## config.mk

```make
export PLATFORM = sky130hd
export DESIGN_NAME = exception_reset_sequencer
export DESIGN_NICKNAME = d
export VERILOG_FILES = /design/src/common/exc_pkg.sv /design/src/hdl/exc_arbiter.sv /design/src/hdl/exception_reset_sequencer.sv
export SDC_FILE = /design/constraint.sdc
export NUM_CORES = 1
export LEC_CHECK = 0
export BUFFER_PORTS_ARGS = -buffer_cell sky130_fd_sc_hd__buf_2
export CORE_MARGIN = 2
export CORE_UTILIZATION = 50
export CTS_BUF_LIST = sky130_fd_sc_hd__clkbuf_4
export DETAILED_ROUTE_END_ITERATION = 8
export PLACE_DENSITY = 0.82
export SYNTH_ARGS = -nofsm -noshare
export SYNTH_HDL_FRONTEND = slang
export SYNTH_SLANG_ARGS = --single-unit
```

## constraint.sdc

```tcl
create_clock -name sys_clk_in -period 3.3 [get_ports sys_clk_in]
set_input_delay 0.33 -clock sys_clk_in [delete_from_list [all_inputs] [get_ports sys_clk_in]]
set_output_delay 0.33 -clock sys_clk_in [all_outputs]
set_load 0.02 [all_outputs]
```

## src/common/exc_pkg.sv

```systemverilog
// Constants and types shared by the exception sequencer files
package exc_pkg;
    localparam logic [5:0] VEC_RESET = 6'h00;
    localparam logic [5:0] VEC_NMI = 6'h07;
    localparam logic [5:0] VEC_TRAP_BASE = 6'h08;
    localparam logic [5:0] VEC_EXT_BASE = 6'h0c;
    localparam logic [5:0] VEC_INT_FIRST = 6'h14;
    localparam logic [5:0] VEC_INT_LAST = 6'h3c;
    localparam logic [5:0] VEC_RSV_LO_LAST = 6'h06;
    localparam logic [5:0] VEC_RSV_HI_FIRST = 6'h12;
    localparam logic [5:0] VEC_RSV_HI_LAST = 6'h13;
    localparam int EXT_LINES = 6;
    localparam int MASK_BIT_POS = 7;
    localparam int USER_BIT_POS = 6;
    localparam logic [23:0] STACK_STEP = 24'h000002;
    localparam logic [15:0] VEC_SCALE_SHIFT = 16'h0002;
    localparam int CLK_PERIOD_NS = 100;
    localparam int RESET_MIN_CYCLES = 10;
    localparam int POWERUP_HOLD_MS = 20;
    localparam int POWERUP_HOLD_CYCLES = POWERUP_HOLD_MS * 1000000 / CLK_PERIOD_NS;
    typedef enum logic [1:0] {
        SRC_NONE,
        SRC_RESET,
        SRC_IRQ,
        SRC_TRAP
    } src_type;
endpackage

```

## src/hdl/exc_arbiter.sv

```systemverilog
// Fixed-priority selection of the next exception and its vector number
`timescale 1ns/1ns
module exc_arbiter (
    input wire logic reset_pend_in, // Reset exception waiting
    input wire logic irq_pend_in, // Interrupt request allowed
    input wire logic [5:0] irq_vec_in, // Interrupt vector number
    input wire logic trap_pend_in, // Trap instruction executed
    input wire logic [1:0] trap_num_in, // Trap vector select
    output exc_pkg::src_type src_out, // Chosen source
    output logic [5:0] vec_out // Chosen vector number
);
    always_comb begin
        src_out = exc_pkg::SRC_NONE;
        vec_out = exc_pkg::VEC_RESET;
        if (reset_pend_in) begin
            src_out = exc_pkg::SRC_RESET;
        end else if (irq_pend_in) begin
            src_out = exc_pkg::SRC_IRQ;
            vec_out = irq_vec_in;
        end else if (trap_pend_in) begin
            src_out = exc_pkg::SRC_TRAP;
            vec_out = exc_pkg::VEC_TRAP_BASE + {4'h0, trap_num_in};
        end
    end
endmodule

```

## src/hdl/exception_reset_sequencer.sv

```systemverilog
// Exception and reset sequencer that drives the CPU core through context save and vector fetch
`timescale 1ns/1ns
// Behaviour
// - Reset beats interrupt, interrupt beats trap when pending together.
// - Trap instruction is accepted in program execution after the first instruction unless an interrupt wins that cycle, never masked.
// - Interrupts wait for the current instruction or exception sequence to finish.
// - Reset sequence starts once the synchronised reset input reads high.
// - Trap and interrupt push program counter and flags onto stack.
// - After the push, main interrupt mask bit is set.
// - Vector address formed, start address read, execution jumps there.
// - Reset skips the push; it only masks and fetches the vector.
// - Vector map: 7 NMI, 8-11 traps, 12-17 external, 20-60 internal.
// - Vectors 1-6 and 18-19 are never used.
// - While reset input is low everything halts in reset state.
// - Reset initialises CPU state and peripherals, sets main mask bit.
// - Reset reads the longword at address zero and starts there.
// - A watchdog overflow also resets the device.
// - After reset all interrupts, NMI included, blocked until first instruction.
// - First instruction always runs right after reset, before other exceptions.
// - Trap sets mask and user mask if user select is zero, else mask only.
// - Trap picks one of four vectors from instruction code.
module exception_reset_sequencer (
    input wire logic sys_clk_in, // System clock
    input wire logic rst_n_in, // Synchronous power-on reset of this logic
    input wire logic reset_input_n_in, // External reset pin, active low
    input wire logic wdt_overflow_in, // Watchdog overflow pulse
    input wire logic insn_done_in, // Core finished an instruction
    input wire logic trap_instruction_op_in, // Trap instruction executing
    input wire logic [1:0] trap_num_in, // Trap vector select from opcode
    input wire logic irq_req_in, // Interrupt controller request
    input wire logic [5:0] irq_vec_in, // Interrupt vector number
    input wire logic user_bit_select_in, // One: user mask bit is a plain user bit
    input wire logic [15:0] pc_in, // Program counter from core
    input wire logic [7:0] flags_in, // Condition flag register from core
    input wire logic [23:0] sp_in, // Stack pointer from core
    input wire logic bus_ack_in, // Memory access complete
    input wire logic [15:0] bus_rdata_in, // Memory read data
    output logic bus_req_out, // Memory access request
    output logic bus_we_out, // Memory write
    output logic [23:0] bus_addr_out, // Memory address
    output logic [15:0] bus_wdata_out, // Memory write data
    output logic core_halt_out, // Core held, not executing
    output logic core_init_out, // Reset internal and peripheral state
    output logic core_load_out, // Pulse: load pc, flags, sp below
    output logic [31:0] core_pc_out, // New program counter
    output logic [7:0] condition_flag_reg_out, // New flag register
    output logic [23:0] core_sp_out, // New stack pointer
    output logic irq_ack_out // Pulse: interrupt accepted
);
    typedef enum logic [2:0] {
        ST_RESET,
        ST_RUN,
        ST_PUSH_PC,
        ST_PUSH_FLAGS,
        ST_VEC_HI,
        ST_VEC_LO,
        ST_FIRST
    } state_type;

    typedef struct packed {
        logic pin_meta;
        logic pin_sync;
        logic pin_prev;
        state_type state;
        exc_pkg::src_type src;
        logic [5:0] vec;
        logic [23:0] sp;
        logic [7:0] flags;
        logic [15:0] pc;
        logic [15:0] vec_hi;
        logic load;
        logic ack;
    } regs_type;

    regs_type r_q;
    regs_type r_d;
    exc_pkg::src_type arb_src;
    logic [5:0] arb_vec;
    logic reset_hold;
    logic irq_allowed;

    function automatic logic [23:0] vec_addr(input logic [5:0] v);
        vec_addr = {8'h00, 16'(v) << exc_pkg::VEC_SCALE_SHIFT};
    endfunction

    function automatic logic vec_legal(input logic [5:0] v);
        vec_legal = (v == exc_pkg::VEC_NMI) ||
                    (v >= exc_pkg::VEC_EXT_BASE && v < exc_pkg::VEC_RSV_HI_FIRST) ||
                    (v >= exc_pkg::VEC_INT_FIRST && v <= exc_pkg::VEC_INT_LAST);
    endfunction

    // Pin and watchdog both hold the reset state
    assign reset_hold = !r_q.pin_sync || wdt_overflow_in;
    // Only between instructions, and only for legal vectors
    assign irq_allowed = irq_req_in && insn_done_in && vec_legal(irq_vec_in);

    exc_arbiter u_arb (
        .reset_pend_in(reset_hold),
        .irq_pend_in(irq_allowed),
        .irq_vec_in(irq_vec_in),
        .trap_pend_in(trap_instruction_op_in),
        .trap_num_in(trap_num_in),
        .src_out(arb_src),
        .vec_out(arb_vec)
    );

    always_comb begin
        r_d = r_q;
        r_d.pin_meta = reset_input_n_in;
        r_d.pin_sync = r_q.pin_meta;
        r_d.pin_prev = r_q.pin_sync;
        r_d.load = 1'b0;
        r_d.ack = 1'b0;
        if (reset_hold) begin
            r_d.state = ST_RESET;
        end else begin
            unique case (r_q.state)
                ST_RESET: begin
                    // Vector fetch begins the cycle after the synchronised pin first reads high
                    r_d.src = exc_pkg::SRC_RESET;
                    r_d.vec = exc_pkg::VEC_RESET;
                    r_d.flags = 8'h00;
                    r_d.flags[exc_pkg::MASK_BIT_POS] = 1'b1;
                    r_d.state = ST_VEC_HI;
                end
                ST_RUN: begin
                    if (arb_src != exc_pkg::SRC_NONE) begin
                        r_d.src = arb_src;
                        r_d.vec = arb_vec;
                        r_d.pc = pc_in;
                        r_d.flags = flags_in;
                        r_d.sp = sp_in;
                        r_d.ack = (arb_src == exc_pkg::SRC_IRQ);
                        r_d.state = ST_PUSH_PC;
                    end
                end
                ST_PUSH_PC: begin
                    if (bus_ack_in) begin
                        r_d.sp = r_q.sp - exc_pkg::STACK_STEP;
                        r_d.state = ST_PUSH_FLAGS;
                    end
                end
                ST_PUSH_FLAGS: begin
                    if (bus_ack_in) begin
                        r_d.sp = r_q.sp - exc_pkg::STACK_STEP;
                        r_d.flags[exc_pkg::MASK_BIT_POS] = 1'b1;
                        if (r_q.src == exc_pkg::SRC_TRAP && !user_bit_select_in) begin
                            r_d.flags[exc_pkg::USER_BIT_POS] = 1'b1;
                        end
                        r_d.state = ST_VEC_HI;
                    end
                end
                ST_VEC_HI: begin
                    if (bus_ack_in) begin
                        r_d.vec_hi = bus_rdata_in;
                        r_d.state = ST_VEC_LO;
                    end
                end
                ST_VEC_LO: begin
                    if (bus_ack_in) begin
                        r_d.load = 1'b1;
                        r_d.pc = bus_rdata_in;
                        // After reset one instruction runs with every exception but reset blocked
                        r_d.state = (r_q.src == exc_pkg::SRC_RESET) ? ST_FIRST : ST_RUN;
                    end
                end
                ST_FIRST: begin
                    if (insn_done_in) begin
                        r_d.state = ST_RUN;
                    end
                end
                default: r_d.state = ST_RESET;
            endcase
        end
    end

    always_ff @(posedge sys_clk_in) begin
        if (!rst_n_in) begin
            r_q <= '0;
        end else begin
            r_q <= r_d;
        end
    end

    always_comb begin
        bus_req_out = 1'b0;
        bus_we_out = 1'b0;
        bus_addr_out = 24'h000000;
        bus_wdata_out = 16'h0000;
        unique case (r_q.state)
            ST_PUSH_PC: begin
                bus_req_out = 1'b1;
                bus_we_out = 1'b1;
                bus_addr_out = r_q.sp - exc_pkg::STACK_STEP;
                bus_wdata_out = r_q.pc;
            end
            ST_PUSH_FLAGS: begin
                bus_req_out = 1'b1;
                bus_we_out = 1'b1;
                bus_addr_out = r_q.sp - exc_pkg::STACK_STEP;
                bus_wdata_out = {r_q.flags, 8'h00};
            end
            ST_VEC_HI: begin
                bus_req_out = 1'b1;
                bus_addr_out = vec_addr(r_q.vec);
            end
            ST_VEC_LO: begin
                bus_req_out = 1'b1;
                bus_addr_out = vec_addr(r_q.vec) + 24'h000002;
            end
            default: ;
        endcase
    end

    assign core_halt_out = (r_q.state != ST_RUN) && (r_q.state != ST_FIRST);
    assign core_init_out = (r_q.state == ST_RESET);
    assign core_load_out = r_q.load;
    assign core_pc_out = {r_q.vec_hi, r_q.pc};
    assign condition_flag_reg_out = r_q.flags;
    assign core_sp_out = r_q.sp;
    assign irq_ack_out = r_q.ack;

    reset_halt_a: assert property (@(posedge sys_clk_in) disable iff (!rst_n_in)
        wdt_overflow_in |=> core_halt_out) else $error("core not halted by watchdog");
    reset_noirq_a: assert property (@(posedge sys_clk_in) disable iff (!rst_n_in)
        (r_q.state == ST_FIRST && !reset_hold) |=>
        ((r_q.state == ST_FIRST || r_q.state == ST_RUN) && !irq_ack_out))
        else $error("exception taken during first insn");
    reset_exit_a: assert property (@(posedge sys_clk_in) disable iff (!rst_n_in)
        (r_q.state == ST_RESET && r_q.pin_sync && !r_q.pin_prev && !wdt_overflow_in) |=>
        r_q.state == ST_VEC_HI) else $error("reset exit not immediate");
    reset_nopush_a: assert property (@(posedge sys_clk_in) disable iff (!rst_n_in)
        (r_q.src == exc_pkg::SRC_RESET) |-> !bus_we_out) else $error("reset pushed stack");
    reset_vector_a: assert property (@(posedge sys_clk_in) disable iff (!rst_n_in)
        ($past(r_q.state) == ST_RESET && r_q.state == ST_VEC_HI) |->
        bus_addr_out == 24'h000000) else $error("bad reset vector");
    mask_set_a: assert property (@(posedge sys_clk_in) disable iff (!rst_n_in)
        core_load_out |-> condition_flag_reg_out[exc_pkg::MASK_BIT_POS])
        else $error("mask bit clear at jump");
    trap_accept_a: assert property (@(posedge sys_clk_in) disable iff (!rst_n_in)
        (r_q.state == ST_RUN && !reset_hold && trap_instruction_op_in) |=>
        r_q.state == ST_PUSH_PC) else $error("trap not accepted");
    irq_boundary_a: assert property (@(posedge sys_clk_in) disable iff (!rst_n_in)
        irq_ack_out |-> $past(insn_done_in)) else $error("irq mid instruction");
    push_order_a: assert property (@(posedge sys_clk_in) disable iff (!rst_n_in)
        (r_q.state == ST_PUSH_PC && bus_ack_in && !reset_hold) |=>
        r_q.sp == $past(r_q.sp) - exc_pkg::STACK_STEP) else $error("sp not stepped");
    vec_legal_a: assert property (@(posedge sys_clk_in) disable iff (!rst_n_in)
        irq_ack_out |-> vec_legal(r_q.vec)) else $error("reserved vector used");
endmodule

```

==> impl_metrics.ini, run 1 <==
[run_status]
outcome = finished clean

[synth]
syn-cell-area_um2 = 4951
netlist_instances = 668
avgSynthCellArea_um2 = 7.412
synth_seq_area_share = 0.3194
synth_edf_count = 0
async_reset_ff_frac = 0
ys.warnings.count = 0
syn_nets = 750
synth-seq-cells = 79
synth_flop_cell = dfxtp_1
ys_types = 54

[critical_path]
critPathArrivalTime_ns = 2.87
end_kind = primary output
crit_family = simple AND/OR/NAND/NOR gates
crit_required_ns = 2.97
cpPeakStageDelay_ns = 0.63
rr_startpoint = r_q[75]$_SDFFE_PP0P_
crit_path_start = core_sp_out[1]$_SDFFE_PN0P_
path_class = reg2out
cp_cell_sequence = inv_2 -> ha_4 -> or4b_4 -> or4_4 -> or2_4 -> xor2_1 -> nor2_1 -> buf_2
cp_max_fo = 7
slowest_stage = or4_4
worstSetupStartpointType = register
path_buf_inv = 2

[finish]
final_common_cell = buf_2
drive_gt1_frac = 0.3325
fill_cells = 926
n_antenna_cell = 0
stdcell_area_um2 = 5613
final_nets = 847
final_cell_mix = buf_2 (190), nor2_1 (109), dfxtp_1 (79)
multi_input_area_um2 = 2606
area.growth.synth_to_final_pct = 13.37
seqCellArea_um2 = 1582

[flow_run]
cap_violations = 0

[power]
ir_drop_v = 0.0001470
leakagePower_nw = 2.773
power.total_mw = 1.628
power_density_nw_per_um2 = 290.1

[floorplanning]
die_w_um = 103.5
io_pins = 191
die_y_um = 103.5
core_um2 = 9684
start_util = 0.5112
die_area_um2 = 10710
rows = 36

[cts]
h-tree-depth = 3
cts_buffers = 9
cts_buffer_depth = 2
insertion_delay_ns = 0.44
cts.sinks = 79
clkTransAtPathRegs_ns = 0.13
tritoncts = built
root_buffer = clkbuf_4

[sta]
relSlewSlack = 0.2061
finalClockSkew_ns = 0.01875
setup_viol = 0
finalHoldViolCount = 0
max_clock_freq_ghz = 0.3121
drv_slew = 0
fin_crit_ns = 3.204
rsz0062_at_grt = no
setup_slack_ns = 0.09558
fin_crit_sh = 0.9710
fin_hold_ws_ns = 0.09912
fin_setup_tns_ns = 0
tightestPinTransition_ns = 1.182

[placement]
postPlaceCellArea_um2 = 5459
dp_hpwl_mm = 10.23
gp_congestion = 0.8845
dpl_worst_slack_ns = 0.5015
io_buffers = 190

[worst_hold_path]
holdCritPathClass = in2reg
hold_start = reset_input_n_in

[route]
route.detailed.drc = 0
dr_total_vias = 5065
drt_first_pass_iters = 5
avgViaCountPerCell = 5.609
wl_per_cell_um = 15.75
ant_nets = 0
wl_mm = 14.22
drt_iter0_markers = 303

[global_route]
grt_pass1_wl_mm = 23.00
grt_max_degree = 84
overflow = 0
antenna_found_initial = 0
grt_use_total = 0.2563
grt_pass1_vias = 4641
==> stage by stage <==
step	instances	util
2_1_floorplan	668	-
3_3_place_gp	885	0.5637
3_5_place_dp	885	0.5637
4_1_cts	901	0.5757
5_1_grt	903	0.5796
6_report	903	0.5796
==> worst reg2reg max path: stages (launching register included) <==
cell and delay, ns:
dfxtp_1 0.65, or3b_2 0.25, nor2_1 0.06, o31ai_2 0.17, nand3_2 0.44, a21oi_2 0.68
o221a_2 0.32
==> cells in the mapped netlist, types with 4 or more instances <==
| cell | number | area (um2) |
|---|---|---|
| a211oi_1 | 5 | 37.54 |
| a21oi_1 | 54 | 270.3 |
| a31oi_1 | 19 | 118.9 |
| and3_1 | 9 | 56.30 |
| buf_1 | 6 | 22.52 |
| buf_4 | 64 | 480.5 |
| clkbuf_1 | 43 | 161.4 |
| dfxtp_1 | 79 | 1582 |
| inv_1 | 22 | 82.58 |
| mux2i_1 | 10 | 100.1 |
| nand2_1 | 47 | 176.4 |
| nand2b_1 | 7 | 43.79 |
| nand3_1 | 26 | 130.1 |
| nand4_1 | 6 | 37.54 |
| nor2_1 | 109 | 409.1 |
| nor3_1 | 16 | 80.08 |
| nor4_1 | 4 | 25.02 |
| o211ai_1 | 9 | 67.56 |
| o21ai_0 | 25 | 125.1 |
| o221a_2 | 17 | 191.4 |
| o22ai_1 | 4 | 25.02 |
| o31ai_1 | 10 | 75.07 |
| o32ai_1 | 8 | 70.07 |
| xnor2_1 | 10 | 87.58 |
| xor2_1 | 9 | 78.83 |
==> final timing paths <==
path | to | slack (ns) | cells past startpoint
worst min-delay path | r_d[78]$_SDFF_PN0_ | 0.1 | 2
worst max register to register | core_pc_out[15]$_SDFFE_PN0P_ | 0.70 | 6
worst min register to register | r_d[77]$_SDFF_PN0_ | 0.45 | 1
worst max-delay path | bus_addr_out[19] | 0.1 | 8
==> metal layers <==
metal | track usage | vias up | share of wire
met4 | 0.09556 | 0 | 0.019
li1 | - | 2475 | -
met3 | 0.03965 | 24 | 0.065
met2 | 0.4276 | 210 | 0.49
met5 | 0 | - | 0
met1 | 0.3355 | 2356 | 0.43
==> timing repair <==
action / in CTS / in global routing
gates resized for setup: 0 / 5
setup endpoints to repair: 0 / 5
endpoints found under the hold margin: 0 / 0
buffers inserted: 0 / 2
hold buffers: 0 / 0
==> cells by family after synthesis <==
| family | Yosys count | share of synthesized area |
|---|---|---|
| AND/OR/NAND/NOR | 252 | 0.2413 |
| AO/OA/AOI/OAI | 166 | 0.2237 |
| buffers and inverters | 141 | 0.1592 |
| flip-flops | 79 | 0.3194 |
| XOR/XNOR | 19 | 0.03361 |
| multiplexers | 10 | 0.02022 |
| adder cells (fa/ha/maj) | 1 | 0.002527 |
==> sequential cells by signal, summed over array words and instances (netlist names) <==
name / count
condition_flag_reg_out: 8
core_load_out: 1
core_pc_out: 32
core_sp_out: 24
irq_ack_out: 1
r_d: 2
r_q: 11
==> power by group <==
group / internal [mW] / total, mW / switching [mW]
sequential: 0.956 / 0.957 / 0.00136
combinational: 0.0568 / 0.140 / 0.0834
clock: 0.172 / 0.531 / 0.359
==> cell type report <==
cell class	count	area share
clock inverters	5	0.006019
inverters	23	0.01538
clock buffers	11	0.01471
well taps	133	0.02965
multi-input cells	448	0.4643
repair buffers	204	0.1881
flip-flops and latches	79	0.2818
Note: power is estimated with default switching activity, not from simulation.
==> inputs of run 2 (changes only) <==
CORE_UTILIZATION = 51   (was 50)
PLACE_DENSITY = 0.83   (was 0.82)
==> impl_metrics.ini, run 2 (synthesis results as in run 1) <==
[power]
power_density_nw_per_um2 = 316.6
power.total_mw = 1.795
leakagePower_nw = 2.800
ir_drop_v = 0.0002197

[route]
route.detailed.drc = 0
dr_total_vias = 5160
drt_first_pass_iters = 5
wl_per_cell_um = 15.83
wl_mm = 14.22
ant_nets = 0
avgViaCountPerCell = 5.746
drt_iter0_markers = 353

[cts]
h-tree-depth = 3
cts_buffer_depth = 2
insertion_delay_ns = 0.42
cts_hold_buf = 0
cts_setup_buffers = 0
cts.sinks = 79
clkTransAtPathRegs_ns = 0.13
tritoncts = built
root_buffer = clkbuf_4
cts_buffers = 9

[critical_path]
rr_endpoint = core_pc_out[15]$_SDFFE_PN0P_
end_kind = primary output
crit_path_start = core_sp_out[1]$_SDFFE_PN0P_
worst_r2r_path_depth = 8
crit_end = bus_addr_out[19]
critPathArrivalTime_ns = 2.81
cp_max_fo = 8
crit_required_ns = 2.97
worstSetupStartpointType = register
path_class = reg2out
ff2ff_setup_slack_ns = 0.81
rr_startpoint = r_q[75]$_SDFFE_PP0P_

[sta]
max_clock_freq_ghz = 0.3188
finalClockSkew_ns = 0.01569
fin_crit_sh = 0.9506
tightestPinTransition_ns = 1.176
relSlewSlack = 0.2098
drv_slew = 0
rsz0062_at_grt = no
fin_crit_ns = 3.137
setup_viol = 0
fin_setup_tns_ns = 0
finalHoldViolCount = 0

[global_route]
grt_max_degree = 77
grt_use_total = 0.2552
overflow = 0
antenna_found_initial = 0
grt_pass1_vias = 4534
grt_pass1_wl_mm = 21.49

[placement]
gp_congestion = 0.9223
io_buffers = 190
dp_hpwl_mm = 10.48

[finish]
final_cell_mix = buf_2 (190), nor2_1 (109), dfxtp_1 (79)
largest_reg_flops = 32
drive_gt1_frac = 0.3316
area.growth.synth_to_final_pct = 14.51
final_nets = 846
final_common_cell = buf_2
multi_input_area_um2 = 2609
fill_cells = 861
n_antenna_cell = 0
utilization = 0.6078
seqCellArea_um2 = 1582

[floorplanning]
core_um2 = 9328
die_area_um2 = 10510
rows = 35
die_y_um = 102.5
die_w_um = 102.5
io_pins = 191
start_util = 0.5308

[run_status]
outcome = finished clean

[flow_run]
cap_violations = 0

[worst_hold_path]
holdCritPathClass = in2reg
hold_start = reset_input_n_in
-- run 2: report_power, final --
group	switching, mW	internal [mW]
sequential	0.00141	0.956
combinational	0.0832	0.0568
clock	0.380	0.317
total	0.465	1.33
-- run 2: final cells by class --
cell class | instances | share of cell area
Multi-Input combinational cell | 448 | 0.4602
Sequential cell | 79 | 0.2790
Timing Repair Buffer | 203 | 0.1872
Tap cell | 129 | 0.02847
Clock inverter | 7 | 0.01810
Inverter | 23 | 0.01523
Clock buffer | 9 | 0.01192
-- run 2: routing by layer --
metal	wire, um	track usage	vias to the layer above
li1	-	-	2466
met1	5900	0.3417	2380
met2	6796	0.4208	273
met3	1102	0.03186	41
met4	419	0.09846	0
met5	0	0	-
-- run 2: repair_timing --
| item | in CTS | in global routing |
|---|---|---|
| pin swaps | 0 | 0 |
| gates cloned | 0 | 0 |
| resized for setup | 1 | 4 |
| endpoints found under the hold margin | 0 | 0 |
| endpoints found under the setup margin | 1 | 4 |
-- run 2: worst min path at each step --
stage,end,slack [ns],cells after the start
final,r_d[78]$_SDFF_PN0_,0.13,2
after global routing,r_d[78]$_SDFF_PN0_,0.13,2
after CTS,r_d[78]$_SDFF_PN0_,0.11,2
after detailed placement,r_d[77]$_SDFF_PN0_,0.43,1
after global placement,r_d[77]$_SDFF_PN0_,0.42,1
after floorplan,r_d[77]$_SDFF_PN0_,0.41,1
-- run 2: critical path, stage by stage, from the launching register on --
cell and delay [ns]:
dfxtp_1 0.38, inv_1 0.11, ha_2 0.24, or4b_4 0.51, or4_4 0.52, or2_4 0.27
xor2_1 0.14, nor2_1 0.08, buf_2 0.16
-- run 2: per-stage QoR --
| step | setup slack (ns) | std cells | area, um2 | hold WS, ns |
|---|---|---|---|---|
| 6_report | 0.1631 | 898 | 5669 | 0.1263 |
| 5_1_grt | 0.01182 | 898 | 5669 | 0.1312 |
| 4_1_cts | 0.06611 | 898 | 5650 | 0.1090 |
| 3_5_place_dp | 0.4691 | 882 | 5474 | 0.4348 |
| 3_3_place_gp | 0.6194 | 882 | 5474 | 0.4164 |
| 2_1_floorplan | 0.6225 | 668 | 4951 | 0.4119 |
